$ cat config.mk
export PLATFORM = sky130hd
export DESIGN_NAME = pcicfg_header_regs
export DESIGN_NICKNAME = d
export VERILOG_FILES = /design/src/verilog/pcicfg_pkg.sv /design/src/verilog/pcicfg_w1c_flags.sv /design/src/verilog/pcicfg_header_regs.sv
export SDC_FILE = /design/constraint.sdc
export NUM_CORES = 1
export LEC_CHECK = 0
export BUFFER_PORTS_ARGS = -buffer_cell sky130_fd_sc_hd__buf_2
export CORE_ASPECT_RATIO = 1.25
export CORE_MARGIN = 2
export CORE_UTILIZATION = 45
export CTS_CLUSTER_DIAMETER = 60
export DETAILED_ROUTE_END_ITERATION = 10
export PLACE_DENSITY = 0.83
export SLEW_MARGIN = 20
export SYNTH_ARGS = -nofsm -noshare
export SYNTH_HDL_FRONTEND = slang
export SYNTH_HIERARCHICAL = 1
export SYNTH_SLANG_ARGS = --single-unit
$ cat constraint.sdc
create_clock -name sys_clk -period 2 [get_ports sys_clk]
set_clock_uncertainty 0.05 [all_clocks]
set_input_delay 0 -clock sys_clk [delete_from_list [all_inputs] [get_ports sys_clk]]
set_output_delay 0 -clock sys_clk [all_outputs]
set_load 0.01 [all_outputs]
$ cat src/verilog/pcicfg_pkg.sv
// Purpose: constants for the configuration header register bank
// Assumes: 32-bit dword header, byte offsets are byte addresses
// Notes:   identity values live as module parameters, not here
//
// Functional notes
// - command all zero disconnects except configuration and target abort
// - unimplemented command bits read zero
// - detected parity error set regardless of enable
// - signaled system error set on SERR drive
// - master abort sets received master abort
// - target abort sets received target abort
// - address parity error: target abort, flag
// - medium DEVSEL timing, field reads 01
// - parity reported only with response enabled
// - fast back-to-back bit reads one
// - SERR driven only when enabled
// - PERR driven only when enabled
// - no bus request without master enable
// - memory decode only with memory enable
// - latency count expiry ends burst after GNT
// - header type byte reads zero
// - host writes base, device decodes there
// - low base bits fixed read-only 0x008
// - class code reads multimedia video
// - first dword: maker and part codes
// - revision byte in class dword
// - write one clears flag, reset clears
// - bad writes discarded, reserved reads zero
// - accept only IDSEL high, AD[1:0] zero
// - type 0 only, AD[7:2] decode, ignore AD[10:8]
package pcicfg_pkg;
   // dword byte offsets
   localparam logic [7:0]  OFS_IDENT   = 8'h00;
   localparam logic [7:0]  OFS_CMDSTS  = 8'h04;
   localparam logic [7:0]  OFS_CLASS   = 8'h08;
   localparam logic [7:0]  OFS_LATHDR  = 8'h0C;
   localparam logic [7:0]  OFS_MEMBASE = 8'h10;
   // command bit positions
   localparam int          CMD_MEM     = 1;
   localparam int          CMD_MST     = 2;
   localparam int          CMD_PERR    = 6;
   localparam int          CMD_SERR    = 8;
   // status flag indices inside the flag bank
   localparam int          FLAG_N      = 6;
   localparam int          FL_DPR      = 0;  // status bit 24
   localparam int          FL_STA      = 1;  // status bit 27
   localparam int          FL_RTA      = 2;  // status bit 28
   localparam int          FL_RMA      = 3;  // status bit 29
   localparam int          FL_SSE      = 4;  // status bit 30
   localparam int          FL_DPE      = 5;  // status bit 31
   // fixed read-only fields
   localparam logic [1:0]  DEVSEL_MED  = 2'h1;
   localparam logic        FB2B_CAP    = 1'h1;
   localparam logic [23:0] CLASS_CODE  = 24'h040000;
   localparam logic [7:0]  HDR_TYPE    = 8'h00;
   localparam logic [11:0] BASE_LOW    = 12'h008;
   localparam int          BASE_LSB    = 12;
   // reset values
   localparam logic [15:0] CMD_RST     = 16'h0000;
   localparam logic [7:0]  LAT_RST     = 8'h00;
   localparam logic [19:0] BASE_RST    = 20'h00000;
   localparam logic [31:0] RDATA_RST   = 32'h00000000;
   // latency timer states
   typedef enum logic [2:0] {
      LT_IDLE = 3'b001,
      LT_RUN  = 3'b010,
      LT_DONE = 3'b100
   } pcicfg_lat_t;
endpackage : pcicfg_pkg

$ cat src/verilog/pcicfg_w1c_flags.sv
// Purpose: bank of sticky status flags, set by hardware, cleared by writing one
// Assumes: set and clear are single-cycle terms on sys_clk
// Notes:   a set in the clear cycle wins so no event is lost
module pcicfg_w1c_flags #(
   parameter int WIDTH = 6
) (
   // clock and reset
   input  wire logic             sys_clk,
   input  wire logic             srst,
   // hardware events and software clears
   input  wire logic [WIDTH-1:0] set_pulse,
   input  wire logic [WIDTH-1:0] clr_mask,
   // flag state
   output logic      [WIDTH-1:0] flags
);
   logic [WIDTH-1:0] flags_d;   // next flag value
   logic [WIDTH-1:0] flags_q;   // held flags

   // refuse an empty bank
   if (WIDTH < 1) begin : g_bad_width
      $error("pcicfg_w1c_flags: WIDTH must be at least 1");
   end

   always_comb begin
      flags_d = (flags_q & ~clr_mask) | set_pulse;
   end

   // flags reset to zero
   always_ff @(posedge sys_clk) begin
      if (srst) begin
         flags_q <= '0;
      end else begin
         flags_q <= flags_d;
      end
   end

   assign flags = flags_q;
endmodule : pcicfg_w1c_flags

$ cat src/verilog/pcicfg_header_regs.sv
// Purpose: predefined configuration header of a single-function capture device
// Assumes: bus front end on sys_clk decodes cycles into the strobes below
// Notes:   byte enables are active high here; events are one-cycle pulses
module pcicfg_header_regs #(
   parameter logic [15:0] MAKER_CODE = 16'h1AB5,  // arbitrary value
   parameter logic [15:0] PART_CODE  = 16'h2C47,  // arbitrary value
   parameter logic [7:0]  REVISION   = 8'h5A,     // arbitrary value
   parameter int          LAT_W      = 8
) (
   // clock and reset
   input  wire logic        sys_clk,
   input  wire logic        srst,
   // configuration access
   input  wire logic        cfg_req,
   input  wire logic        cfg_idsel,
   input  wire logic        cfg_type1,
   input  wire logic        cfg_we,
   input  wire logic [10:0] cfg_addr,
   input  wire logic [3:0]  cfg_be,
   input  wire logic [31:0] cfg_wdata,
   output logic             cfg_ack,
   output logic [31:0]      cfg_rdata,
   // memory target decode
   input  wire logic        mem_req,
   input  wire logic [31:0] mem_addr,
   output logic             mem_hit,
   // master side
   input  wire logic        mst_want,
   input  wire logic        mst_burst,
   input  wire logic        mst_gnt_n,
   input  wire logic        mst_read,
   output logic             bus_req,
   output logic             lat_terminate,
   // bus events
   input  wire logic        addr_perr,
   input  wire logic        data_perr,
   input  wire logic        mst_abort,
   input  wire logic        tgt_abort_rcvd,
   input  wire logic        tgt_perr_seen,
   input  wire logic        serr_cause,
   output logic             serr_drive,
   output logic             perr_drive,
   output logic             tgt_abort_out,
   // command view
   output logic             mem_space_en,
   output logic             bus_master_en
);
   ////////////////////////////////////////////////////////////////////////////
   // functions

   // merge write data into a field under byte enables
   function automatic logic [31:0] be_merge(input logic [31:0] old_v,
                                            input logic [31:0] new_v,
                                            input logic [3:0]  be);
      logic [31:0] res;
      res = old_v;
      for (int i = 0; i < 4; i++) begin
         if (be[i]) begin
            res[8*i +: 8] = new_v[8*i +: 8];
         end
      end
      return res;
   endfunction : be_merge

   // refuse a latency width the header field cannot hold
   if (LAT_W != 8) begin : g_bad_lat
      $error("pcicfg_header_regs: LAT_W must be 8");
   end

   ////////////////////////////////////////////////////////////////////////////
   // state

   logic [15:0]      cmd_q, cmd_d;        // command field
   logic [LAT_W-1:0] lat_q, lat_d;        // latency count
   logic [19:0]      base_q, base_d;      // base address upper bits
   logic             ack_q, ack_d;        // access answer
   logic [31:0]      rdata_q, rdata_d;    // read data
   logic             hit_q, hit_d;        // memory claim
   logic             breq_q, breq_d;      // bus request
   logic             serr_q, serr_d;      // SERR drive
   logic             perr_q, perr_d;      // PERR drive
   logic             tab_q, tab_d;        // target abort
   logic             term_q, term_d;      // latency termination
   logic [LAT_W-1:0] cnt_q, cnt_d;        // latency countdown
   pcicfg_pkg::pcicfg_lat_t lt_q, lt_d;   // latency state
   logic [pcicfg_pkg::FLAG_N-1:0] fl_set;  // flag set terms
   logic [pcicfg_pkg::FLAG_N-1:0] fl_clr;  // flag clear mask
   logic [pcicfg_pkg::FLAG_N-1:0] flags;   // sticky flags
   logic             take;                // access accepted
   logic             wr;                  // accepted write
   logic [7:0]       ofs;                 // byte offset
   logic [15:0]      status;              // status half
   logic [31:0]      cmd_merged;          // command after write
   logic [31:0]      lat_merged;          // latency after write
   logic [31:0]      base_merged;         // base after write

   ////////////////////////////////////////////////////////////////////////////
   // access decode

   always_comb begin
      take = cfg_req & cfg_idsel & ~cfg_type1 & (cfg_addr[1:0] == 2'h0);
      wr   = take & cfg_we;
      ofs  = {cfg_addr[7:2], 2'h0};
   end

   // status half, fixed fields among the flags
   // medium DEVSEL field
   always_comb begin
      status = {flags[pcicfg_pkg::FL_DPE], flags[pcicfg_pkg::FL_SSE],
                flags[pcicfg_pkg::FL_RMA], flags[pcicfg_pkg::FL_RTA],
                flags[pcicfg_pkg::FL_STA], pcicfg_pkg::DEVSEL_MED,
                flags[pcicfg_pkg::FL_DPR], pcicfg_pkg::FB2B_CAP, 7'h00};
   end

   ////////////////////////////////////////////////////////////////////////////
   // writable registers and read mux

   // byte-enable merges, only meaningful bits kept
   always_comb begin
      cmd_merged  = be_merge({16'h0000, cmd_q}, cfg_wdata, cfg_be);
      lat_merged  = be_merge({16'h0000, lat_q, 8'h00}, cfg_wdata, cfg_be);
      base_merged = be_merge({base_q, pcicfg_pkg::BASE_LOW}, cfg_wdata, cfg_be);
   end

   // register writes and answer
   always_comb begin
      cmd_d   = cmd_q;
      lat_d   = lat_q;
      base_d  = base_q;
      fl_clr  = '0;
      ack_d   = take;
      rdata_d = rdata_q;
      if (wr) begin
         case (ofs)
            pcicfg_pkg::OFS_CMDSTS: begin
               cmd_d = '0;
               cmd_d[pcicfg_pkg::CMD_MEM]  = cmd_merged[pcicfg_pkg::CMD_MEM];
               cmd_d[pcicfg_pkg::CMD_MST]  = cmd_merged[pcicfg_pkg::CMD_MST];
               cmd_d[pcicfg_pkg::CMD_PERR] = cmd_merged[pcicfg_pkg::CMD_PERR];
               cmd_d[pcicfg_pkg::CMD_SERR] = cmd_merged[pcicfg_pkg::CMD_SERR];
               if (cfg_be[3]) begin
                  fl_clr = {cfg_wdata[31:27], cfg_wdata[24]};
               end
            end
            pcicfg_pkg::OFS_LATHDR: lat_d = lat_merged[15:8];
            pcicfg_pkg::OFS_MEMBASE: base_d = base_merged[31:12];
            default: ;
         endcase
      end
      // read data, reserved offsets give zero
      if (take && !cfg_we) begin
         case (ofs)
            pcicfg_pkg::OFS_IDENT: rdata_d = {PART_CODE, MAKER_CODE};
            pcicfg_pkg::OFS_CMDSTS: rdata_d = {status, cmd_q};
            pcicfg_pkg::OFS_CLASS: rdata_d = {pcicfg_pkg::CLASS_CODE, REVISION};
            pcicfg_pkg::OFS_LATHDR: rdata_d = {8'h00, pcicfg_pkg::HDR_TYPE, lat_q, 8'h00};
            pcicfg_pkg::OFS_MEMBASE: rdata_d = {base_q, pcicfg_pkg::BASE_LOW};
            default: rdata_d = 32'h00000000;
         endcase
      end
   end

   // register the header state
   always_ff @(posedge sys_clk) begin
      if (srst) begin
         cmd_q   <= pcicfg_pkg::CMD_RST;
         lat_q   <= pcicfg_pkg::LAT_RST;
         base_q  <= pcicfg_pkg::BASE_RST;
         ack_q   <= 1'b0;
         rdata_q <= pcicfg_pkg::RDATA_RST;
      end else begin
         cmd_q   <= cmd_d;
         lat_q   <= lat_d;
         base_q  <= base_d;
         ack_q   <= ack_d;
         rdata_q <= rdata_d;
      end
   end

   ////////////////////////////////////////////////////////////////////////////
   // bus-side effects of the command field

   // gated responses; a zero command silences all but the target abort
   always_comb begin
      hit_d  = mem_req & cmd_q[pcicfg_pkg::CMD_MEM] &
               (mem_addr[31:pcicfg_pkg::BASE_LSB] == base_q);
      breq_d = mst_want & cmd_q[pcicfg_pkg::CMD_MST];
      serr_d = serr_cause & cmd_q[pcicfg_pkg::CMD_SERR];
      perr_d = data_perr & cmd_q[pcicfg_pkg::CMD_PERR];
      tab_d  = addr_perr;
   end

   // status events feeding the flag bank
   always_comb begin
      fl_set = '0;
      fl_set[pcicfg_pkg::FL_DPE] = addr_perr | data_perr;
      fl_set[pcicfg_pkg::FL_SSE] = serr_d;
      fl_set[pcicfg_pkg::FL_RMA] = mst_abort;
      fl_set[pcicfg_pkg::FL_RTA] = tgt_abort_rcvd;
      fl_set[pcicfg_pkg::FL_STA] = addr_perr;
      fl_set[pcicfg_pkg::FL_DPR] = cmd_q[pcicfg_pkg::CMD_PERR] &
                                   ((perr_d & mst_read) | (tgt_perr_seen & ~mst_read));
   end

   pcicfg_w1c_flags #(
      .WIDTH     (pcicfg_pkg::FLAG_N)
   ) u_flags (
      .sys_clk   (sys_clk),
      .srst      (srst),
      .set_pulse (fl_set),
      .clr_mask  (fl_clr),
      .flags     (flags)
   );

   ////////////////////////////////////////////////////////////////////////////
   // latency timer

   // load on burst start, count down, end after GNT goes
   always_comb begin
      lt_d   = lt_q;
      cnt_d  = cnt_q;
      term_d = 1'b0;
      case (lt_q)
         pcicfg_pkg::LT_IDLE: begin
            if (mst_burst) begin
               lt_d  = pcicfg_pkg::LT_RUN;
               cnt_d = lat_q;
            end
         end
         pcicfg_pkg::LT_RUN: begin
            if (!mst_burst) begin
               lt_d = pcicfg_pkg::LT_IDLE;
            end else if (cnt_q == '0) begin
               lt_d = pcicfg_pkg::LT_DONE;
            end else begin
               cnt_d = cnt_q - 1'b1;
            end
         end
         pcicfg_pkg::LT_DONE: begin
            term_d = mst_burst & mst_gnt_n;
            if (!mst_burst) begin
               lt_d = pcicfg_pkg::LT_IDLE;
            end
         end
         default: lt_d = pcicfg_pkg::LT_IDLE;
      endcase
   end

   // register outputs and timer
   always_ff @(posedge sys_clk) begin
      if (srst) begin
         hit_q  <= 1'b0;
         breq_q <= 1'b0;
         serr_q <= 1'b0;
         perr_q <= 1'b0;
         tab_q  <= 1'b0;
         term_q <= 1'b0;
         cnt_q  <= '0;
         lt_q   <= pcicfg_pkg::LT_IDLE;
      end else begin
         hit_q  <= hit_d;
         breq_q <= breq_d;
         serr_q <= serr_d;
         perr_q <= perr_d;
         tab_q  <= tab_d;
         term_q <= term_d;
         cnt_q  <= cnt_d;
         lt_q   <= lt_d;
      end
   end

   // outputs straight from flip-flops
   assign cfg_ack       = ack_q;
   assign cfg_rdata     = rdata_q;
   assign mem_hit       = hit_q;
   assign bus_req       = breq_q;
   assign lat_terminate = term_q;
   assign serr_drive    = serr_q;
   assign perr_drive    = perr_q;
   assign tgt_abort_out = tab_q;
   assign mem_space_en  = cmd_q[pcicfg_pkg::CMD_MEM];
   assign bus_master_en = cmd_q[pcicfg_pkg::CMD_MST];

   ////////////////////////////////////////////////////////////////////////////
   // checks

   chk_cfg_ignore: assert property (@(posedge sys_clk) disable iff (srst)
      (cfg_req && (!cfg_idsel || cfg_addr[1:0] != 2'h0)) |=> !cfg_ack)
      else $error("access without IDSEL or aligned address answered");

   chk_hit_gate: assert property (@(posedge sys_clk) disable iff (srst)
      mem_hit |-> $past(cmd_q[pcicfg_pkg::CMD_MEM]) && $past(mem_req))
      else $error("memory claimed while memory decode disabled");

   chk_breq_gate: assert property (@(posedge sys_clk) disable iff (srst)
      bus_req |-> $past(cmd_q[pcicfg_pkg::CMD_MST]))
      else $error("bus requested without master enable");

   chk_serr_flag: assert property (@(posedge sys_clk) disable iff (srst)
      $rose(serr_drive) |-> flags[pcicfg_pkg::FL_SSE])
      else $error("SERR driven without status flag");

   chk_perr_gate: assert property (@(posedge sys_clk) disable iff (srst)
      (data_perr && !cmd_q[pcicfg_pkg::CMD_PERR]) |=> !perr_drive ##0
      flags[pcicfg_pkg::FL_DPE])
      else $error("PERR driven while disabled or parity error lost");

   chk_tabort_flag: assert property (@(posedge sys_clk) disable iff (srst)
      addr_perr |=> tgt_abort_out && flags[pcicfg_pkg::FL_STA])
      else $error("address parity error without target abort");

   chk_fixed_read: assert property (@(posedge sys_clk) disable iff (srst)
      (take && !cfg_we && ofs == pcicfg_pkg::OFS_MEMBASE) |=>
      cfg_ack && cfg_rdata[11:0] == 12'h008)
      else $error("base low bits not fixed");

   chk_cmd_zero: assert property (@(posedge sys_clk) disable iff (srst)
      (take && !cfg_we && ofs == pcicfg_pkg::OFS_CMDSTS) |=>
      cfg_rdata[15:9] == 7'h00 && cfg_rdata[7] == 1'b0 && cfg_rdata[5:3] == 3'h0 &&
      cfg_rdata[0] == 1'b0 && cfg_rdata[26:25] == 2'h1 && cfg_rdata[23] == 1'b1)
      else $error("unimplemented command bit or fixed status field wrong");

   chk_lat_term: assert property (@(posedge sys_clk) disable iff (srst)
      lat_terminate |-> $past(lt_q == pcicfg_pkg::LT_DONE) && $past(mst_gnt_n))
      else $error("termination before expiry or with GNT held");
endmodule : pcicfg_header_regs

==> results.json, run 1 <==
{
  "outcome": "finished clean",
  "synth-seq-cells": 86,
  "crit_slowest_cell": "dlygate4sd3_1",
  "drtPass1Iterations": 5,
  "nNetsFinal": 775,
  "ios": 137,
  "p_clk_frac": 0.453,
  "port_buffers": 116,
  "cp_num_buf_inv": 4,
  "synth_xor_xnor_area_share": 0.0412,
  "finish.instance_area_um2": 5970,
  "crit_top_cell": "dlygate4sd3_1",
  "synth_mux_area_frac": 0.0259,
  "maxSlewHeadroom": 0.461,
  "dieArea_um2": 10200,
  "yosysSeqAreaShare": 0.405,
  "antenna_found_initial": 0,
  "cts-root-buf": "clkbuf_16",
  "dpl-instance-area_um2": 4990,
  "netSwitchingFraction": 0.229,
  "wl_mm": 14.0,
  "finalSetupTns_ns": 0,
  "arrival_ns": 2.11,
  "power_frac_comb": 0.098,
  "die_h_um": 113,
  "vdd_drop_max_v": 0.000406,
  "cts_sinks": 86,
  "grt_first_pass_wirelength_mm": 22.6,
  "hold_end": "mem_hit",
  "synth_top_family_by_area": "simple AND/OR/NAND/NOR gates",
  "post-cts-setup-buffers": 0,
  "ff2ff_path_depth": 4,
  "timing.rr.end": "cnt_q[3]",
  "period_share": 0.942,
  "fin_crit_ns": 1.88,
  "row_count": 39,
  "cts.clk_slew.worst_paths_ns": 0.06,
  "ant_nets": 0,
  "synth_fa_ha_area_frac": 0.00589,
  "seq_power_share": 0.448,
  "synthArstFlopShare": 0,
  "maxCapViolCount": 0,
  "numCtsBuffers": 9,
  "min_path_type": "input pin to flip-flop",
  "setup_viol": 0,
  "power_density_nw_per_um2": 650,
  "critPathKind": "input pin to flip-flop",
  "drc": 0,
  "holdWs_ns": 0.0487,
  "power_switching_w": 0.000888,
  "synth_compound_area_frac": 0.198,
  "hold_viol_final": 0,
  "clock.fmax_mhz": 531,
  "grt_pass1_vias": 4636,
  "worst_slew_pin_slew_ns": 0.808,
  "synth_area_per_cell_um2": 8.50,
  "die_w_um": 90.9,
  "grt_usage": 0.277,
  "clk_latency_ns": 0.35,
  "synthFlopType": "dfxtp_1",
  "num_vias": 4698,
  "cts_tree": "yes",
  "core_um2": 9170,
  "critPathMaxFanout": 23,
  "holdPathStages": 5,
  "synthCells": 500,
  "synth_fp_nets": 598,
  "grt_max_degree": 48,
  "p_int_w": 0.00299,
  "finalMaxSlewViolations": 0,
  "ys_types": 54,
  "rsz0062_at_grt": "no",
  "ys_warn_count": 6,
  "syn2layout_area_growth_pct": 40.5,
  "synth_edf_count": 0,
  "h-tree-depth": 3,
  "clk_path_buf_depth": 2,
  "path_delay_family": "buffers and inverters",
  "dpl.hpwl_mm": 9.67,
  "drtIter0Drc": 373,
  "avgRoutedWirePerCell_um": 17.4,
  "crit_path_cell_trace": "dlygate4sd3_1, buf_2, nor3b_2, buf_4, nand4_1, dlygate4sd3_1, a21oi_1",
  "dp.cells": 722,
  "cpPeakStageDelay_ns": 0.59,
  "gp_congestion": 0.869,
  "grt_overflow_total": 0,
  "rrSetupSlack_ns": 0.14,
  "start_util": 0.463,
  "timing.rr.start": "cnt_q[2]",
  "final_cells": 804,
  "diodes": 0,
  "cp-startpoint": "cfg_addr[0]",
  "drive_gt1_frac": 0.250,
  "synthSimpleGateAreaFrac": 0.272,
  "synth_area_um2": 4250,
  "vias_per_cell": 5.84,
  "cp.required_ns": 2.23,
  "hold_start": "mem_addr[19]",
  "cp-start-kind": "input pin",
  "setup.worst_path.end_class": "flip-flop",
  "power.leakage_nw": 2.35
}
through the flow:
| stage | setup WS, ns | total power, W | utilization |
|---|---|---|---|
| 6_report | 0.116 | 0.00388 | 0.651 |
| 5_1_grt | 0.0254 | 0.00400 | 0.651 |
| 4_1_cts | 0.142 | 0.00388 | 0.650 |
| 3_5_place_dp | 0.161 | 0.00208 | 0.544 |
| 3_3_place_gp | 0.258 | 0.00207 | 0.544 |
| 2_1_floorplan | 0.401 | 0.00193 | - |
flip-flops by register name, indices dropped and copies added (netlist names):
register / count
lat_terminate: 1
serr_drive: 1
bus_req: 1
tgt_abort_out: 1
base_q: 20
cmd_q: 4
cnt_q: 8
u_flags/flags: 6
cfg_ack: 1
lat_q: 8
perr_drive: 1
cfg_rdata: 30
lt_q: 3
mem_hit: 1
layer usage:
metal  share of wire  GRT usage  vias to the layer above
met5               0          0                        -
met4           0.051      0.156                        0
met3           0.065     0.0544                       56
met2            0.51      0.492                      225
met1            0.37      0.309                     2224
li1                -          -                     2193
cell families after synthesis:
logic type,Yosys count
multiplexers,11
XOR/XNOR,20
buffers and inverters,52
adder cells (fa/ha/maj),2
flip-flops,86
AO/OA/AOI/OAI,132
AND/OR/NAND/NOR,197
cell usage in the layout (no fill, tap or decap), types with 14 or more instances in the layout:
cell,synthesis,routed
dfxtp_1,86,86
buf_4,3,20
nand2_1,50,50
buf_2,11,116
nand4_1,30,30
and3_1,17,17
dlygate4sd3_1,0,67
xnor2_1,15,15
nor2_1,17,17
o31ai_1,27,27
a21oi_1,63,63
nor3_1,15,14
tightest hold or removal path, delay by kind of cell:
kind | cells | cell delay, ns
simple gates | 3 | 0.23
buf+inv | 1 | 0.10
xor+xnor | 1 | 0.07
what timing repair did:
| item | in CTS | in global routing |
|---|---|---|
| setup endpoints to repair | 0 | 6 |
| endpoints found under the hold margin | 44 | 0 |
| hold buffers | 67 | 0 |
| resized for setup | 0 | 1 |
cells in the mapped netlist (all sizes together) (3+ instances only):
cell / count / area share
inv: 13 / 0.011
nor2: 17 / 0.015
or4: 4 / 0.0088
a211oi: 6 / 0.011
o211ai: 3 / 0.0053
a31oi: 3 / 0.0044
a221oi: 3 / 0.0062
o21ai: 8 / 0.010
nand2: 50 / 0.044
nor2b: 13 / 0.019
clkbuf: 23 / 0.020
xnor2: 15 / 0.031
o31ai: 27 / 0.048
buf: 15 / 0.019
and2: 9 / 0.013
and3: 17 / 0.025
dfxtp: 86 / 0.41
a21oi: 64 / 0.076
o311ai: 6 / 0.012
nand3: 11 / 0.013
mux2i: 11 / 0.026
nor4: 7 / 0.017
nor3b: 3 / 0.0065
nand2b: 9 / 0.024
nor3: 15 / 0.018
o2111ai: 4 / 0.0082
xor2: 5 / 0.010
nand4: 31 / 0.047
worst max-delay path by stage:
stage | slack [ns] | endpoint | cells past startpoint
global route | 0.03 | base_q[13] | 7
global placement | 0.26 | cnt_q[3] | 4
CTS | 0.14 | cnt_q[6] | 6
detailed placement | 0.16 | cnt_q[6] | 6
floorplan | 0.40 | cnt_q[5] | 4
finish | 0.12 | base_q[14] | 7
area by class of cell:
cell class	instances	area (um2)
multi-input combinational	362	2320
fill	780	3200
clock inverter	4	72.6
sequential	86	1720
timing repair buffer	204	1420
tap	123	154
clock buffer	11	233
inverter	14	52.6
power by group through the flow:
stage	Clock (W)	Sequential, W	Combinational (W)
floorplan	0	0.00178	0.000153
global placement	0	0.00178	0.000298
detailed placement	0	0.00178	0.000305
CTS	0.00177	0.00174	0.000373
global route	0.00184	0.00174	0.000411
finish	0.00176	0.00174	0.000381
(Power assumes the default switching activity.)
==> run 2: changes to the inputs <==
CORE_UTILIZATION = 51   (was 45)
PLACE_DENSITY = 0.91   (was 0.83)
==> run 2 against run 1 <==
Via count grew 2.4%. Cell area fell by 0.69%. Critical endpoint is now base_q[6]. Clock power down 11%. Sequential share of layout area rose by 0.20 points. Non-clock buffer count rose by 1. Global-route usage grew 4.9 points. Setup slack got worse by 0.038 ns. Combinational power up 4%.
==> results.json, run 2 (same netlist as run 1, synthesis figures left out) <==
{
  "fin_crit_ns": 1.92,
  "grt_overflow_total": 0,
  "maxCapViolCount": 0,
  "gp_congestion": 0.867,
  "period_share": 0.961,
  "syn2layout_area_growth_pct": 39.6,
  "outcome": "finished clean",
  "die_w_um": 85.6,
  "ios": 137,
  "crit_path_cell_trace": "buf_2, nor3_1, buf_12, and3_1, buf_12, nand4_1, dlygate4sd3_1, a21oi_1",
  "clk_latency_ns": 0.38,
  "cts-root-buf": "clkbuf_8",
  "grt_first_pass_wirelength_mm": 23.5,
  "cp-start-kind": "input pin",
  "rsz0062_at_grt": "no",
  "holdPathStages": 4,
  "num_vias": 4813,
  "setup.worst_path.end_class": "flip-flop",
  "dpl.hpwl_mm": 9.41,
  "post-cts-setup-buffers": 0,
  "clock.fmax_mhz": 520,
  "drtIter0Drc": 564,
  "wl_mm": 14.6,
  "use_met3": 0.0738,
  "arrival_ns": 2.17,
  "fin_util": 0.728,
  "multiInputGateArea_um2": 2320,
  "finalSetupTns_ns": 0,
  "gr-usage-met2": 0.542,
  "seqCellArea_um2": 1720,
  "drc": 0,
  "dieArea_um2": 9080,
  "cts_sinks": 86,
  "crit_top_cell": "buf_12",
  "grt_max_degree": 37,
  "cp.required_ns": 2.25,
  "vias_per_cell": 6.16,
  "maxSlewHeadroom": 0.617,
  "vdd_drop_max_v": 0.000474,
  "power.leakage_nw": 2.34,
  "min_path_type": "input pin to flip-flop",
  "final_common_cell": "buf_2",
  "nFillCells": 544,
  "port_buffers": 116,
  "h-tree-depth": 3,
  "met1_usage": 0.372,
  "crit_slowest_cell": "dlygate4sd3_1",
  "worst_slew_pin_slew_ns": 0.569,
  "ant_nets": 0,
  "numCtsBuffers": 9,
  "drtPass1Iterations": 5,
  "grt_usage": 0.326,
  "cts.clk_slew.worst_paths_ns": 0.09,
  "largest_reg_flops": 30,
  "power_density_nw_per_um2": 623,
  "critPathMaxFanout": 24,
  "drive_gt1_frac": 0.255,
  "final_cell_mix": "116 x buf_2, 86 x dfxtp_1, 70 x dlygate4sd3_1, 63 x a21oi_1, 50 x nand2_1",
  "hold_viol_final": 0,
  "cts_tree": "yes",
  "start_util": 0.521,
  "critPathKind": "input pin to flip-flop",
  "cpPeakStageDelay_ns": 0.60,
  "setup_viol": 0,
  "core_um2": 8150,
  "grt_pass1_vias": 4905,
  "avgRoutedWirePerCell_um": 18.7,
  "cp_num_buf_inv": 4,
  "clk_path_buf_depth": 2,
  "path_delay_family": "buffers and inverters",
  "antenna_found_initial": 1,
  "die_h_um": 106,
  "finalMaxSlewViolations": 0,
  "row_count": 37,
  "busiest_layer": "met2",
  "nNetsFinal": 776,
  "cp.depth": 8,
  "ff2ff_path_depth": 4
}
-- run 2: metal layers --
layer / wire length, um / up-vias
met2: 7280 / 343
met5: 0 / -
met3: 1310 / 82
li1: - / 2182
met4: 768 / 0
met1: 5290 / 2206
-- run 2: report_power, final --
| group | switching (W) | internal (W) |
|---|---|---|
| Sequential | 0.0000132 | 0.00172 |
| Combinational | 0.000212 | 0.000186 |
| Clock | 0.000658 | 0.000901 |
-- run 2: path summary, 6_finish.rpt --
path	start	to	slack (ns)
worst max-delay path	cfg_addr[7]	base_q[6]	0.08
worst min-delay path	cfg_be[0]	cmd_q[6]	0.03
worst max register to register	cnt_q[2]	cnt_q[2]	0.11
worst min register to register	cfg_rdata[20]	cfg_rdata[20]	0.40
-- run 2: layout make-up --
cell class | instances | area share
Clock buffer | 11 | 0.0255
Multi-Input combinational cell | 362 | 0.392
Inverter | 14 | 0.00949
Clock inverter | 5 | 0.0175
Antenna cell | 1 | 0.000422
Tap cell | 97 | 0.0205
Timing Repair Buffer | 205 | 0.244
Sequential cell | 86 | 0.290
-- run 2: metrics by stage --
step	area [um2]	worst slack, ns	hold slack, ns	total power (W)	std cells
final	5930	0.0774	0.0335	0.00369	781
after global routing	5930	0.0497	0.0639	0.00378	781
after CTS	5910	0.0854	0.0191	0.00366	780
after detailed placement	4960	0.137	0.186	0.00209	694
after global placement	4960	0.205	0.184	0.00208	694
after floorplan	4250	0.401	0.0191	0.00193	500
-- run 2: worst reg2reg max path: cells and delay by family (launching register included) --
kind	cells	cell delay [ns]
AND/OR/NAND/NOR	2	1.02
AO/OA/AOI/OAI	2	0.34
flip-flops	1	0.38
-- run 2: repair_timing --
| item | CTS | global route |
|---|---|---|
| setup endpoints to repair | 0 | 9 |
| hold endpoints to repair | 46 | 0 |
| hold buffers | 70 | 0 |
| resized for setup | 0 | 5 |
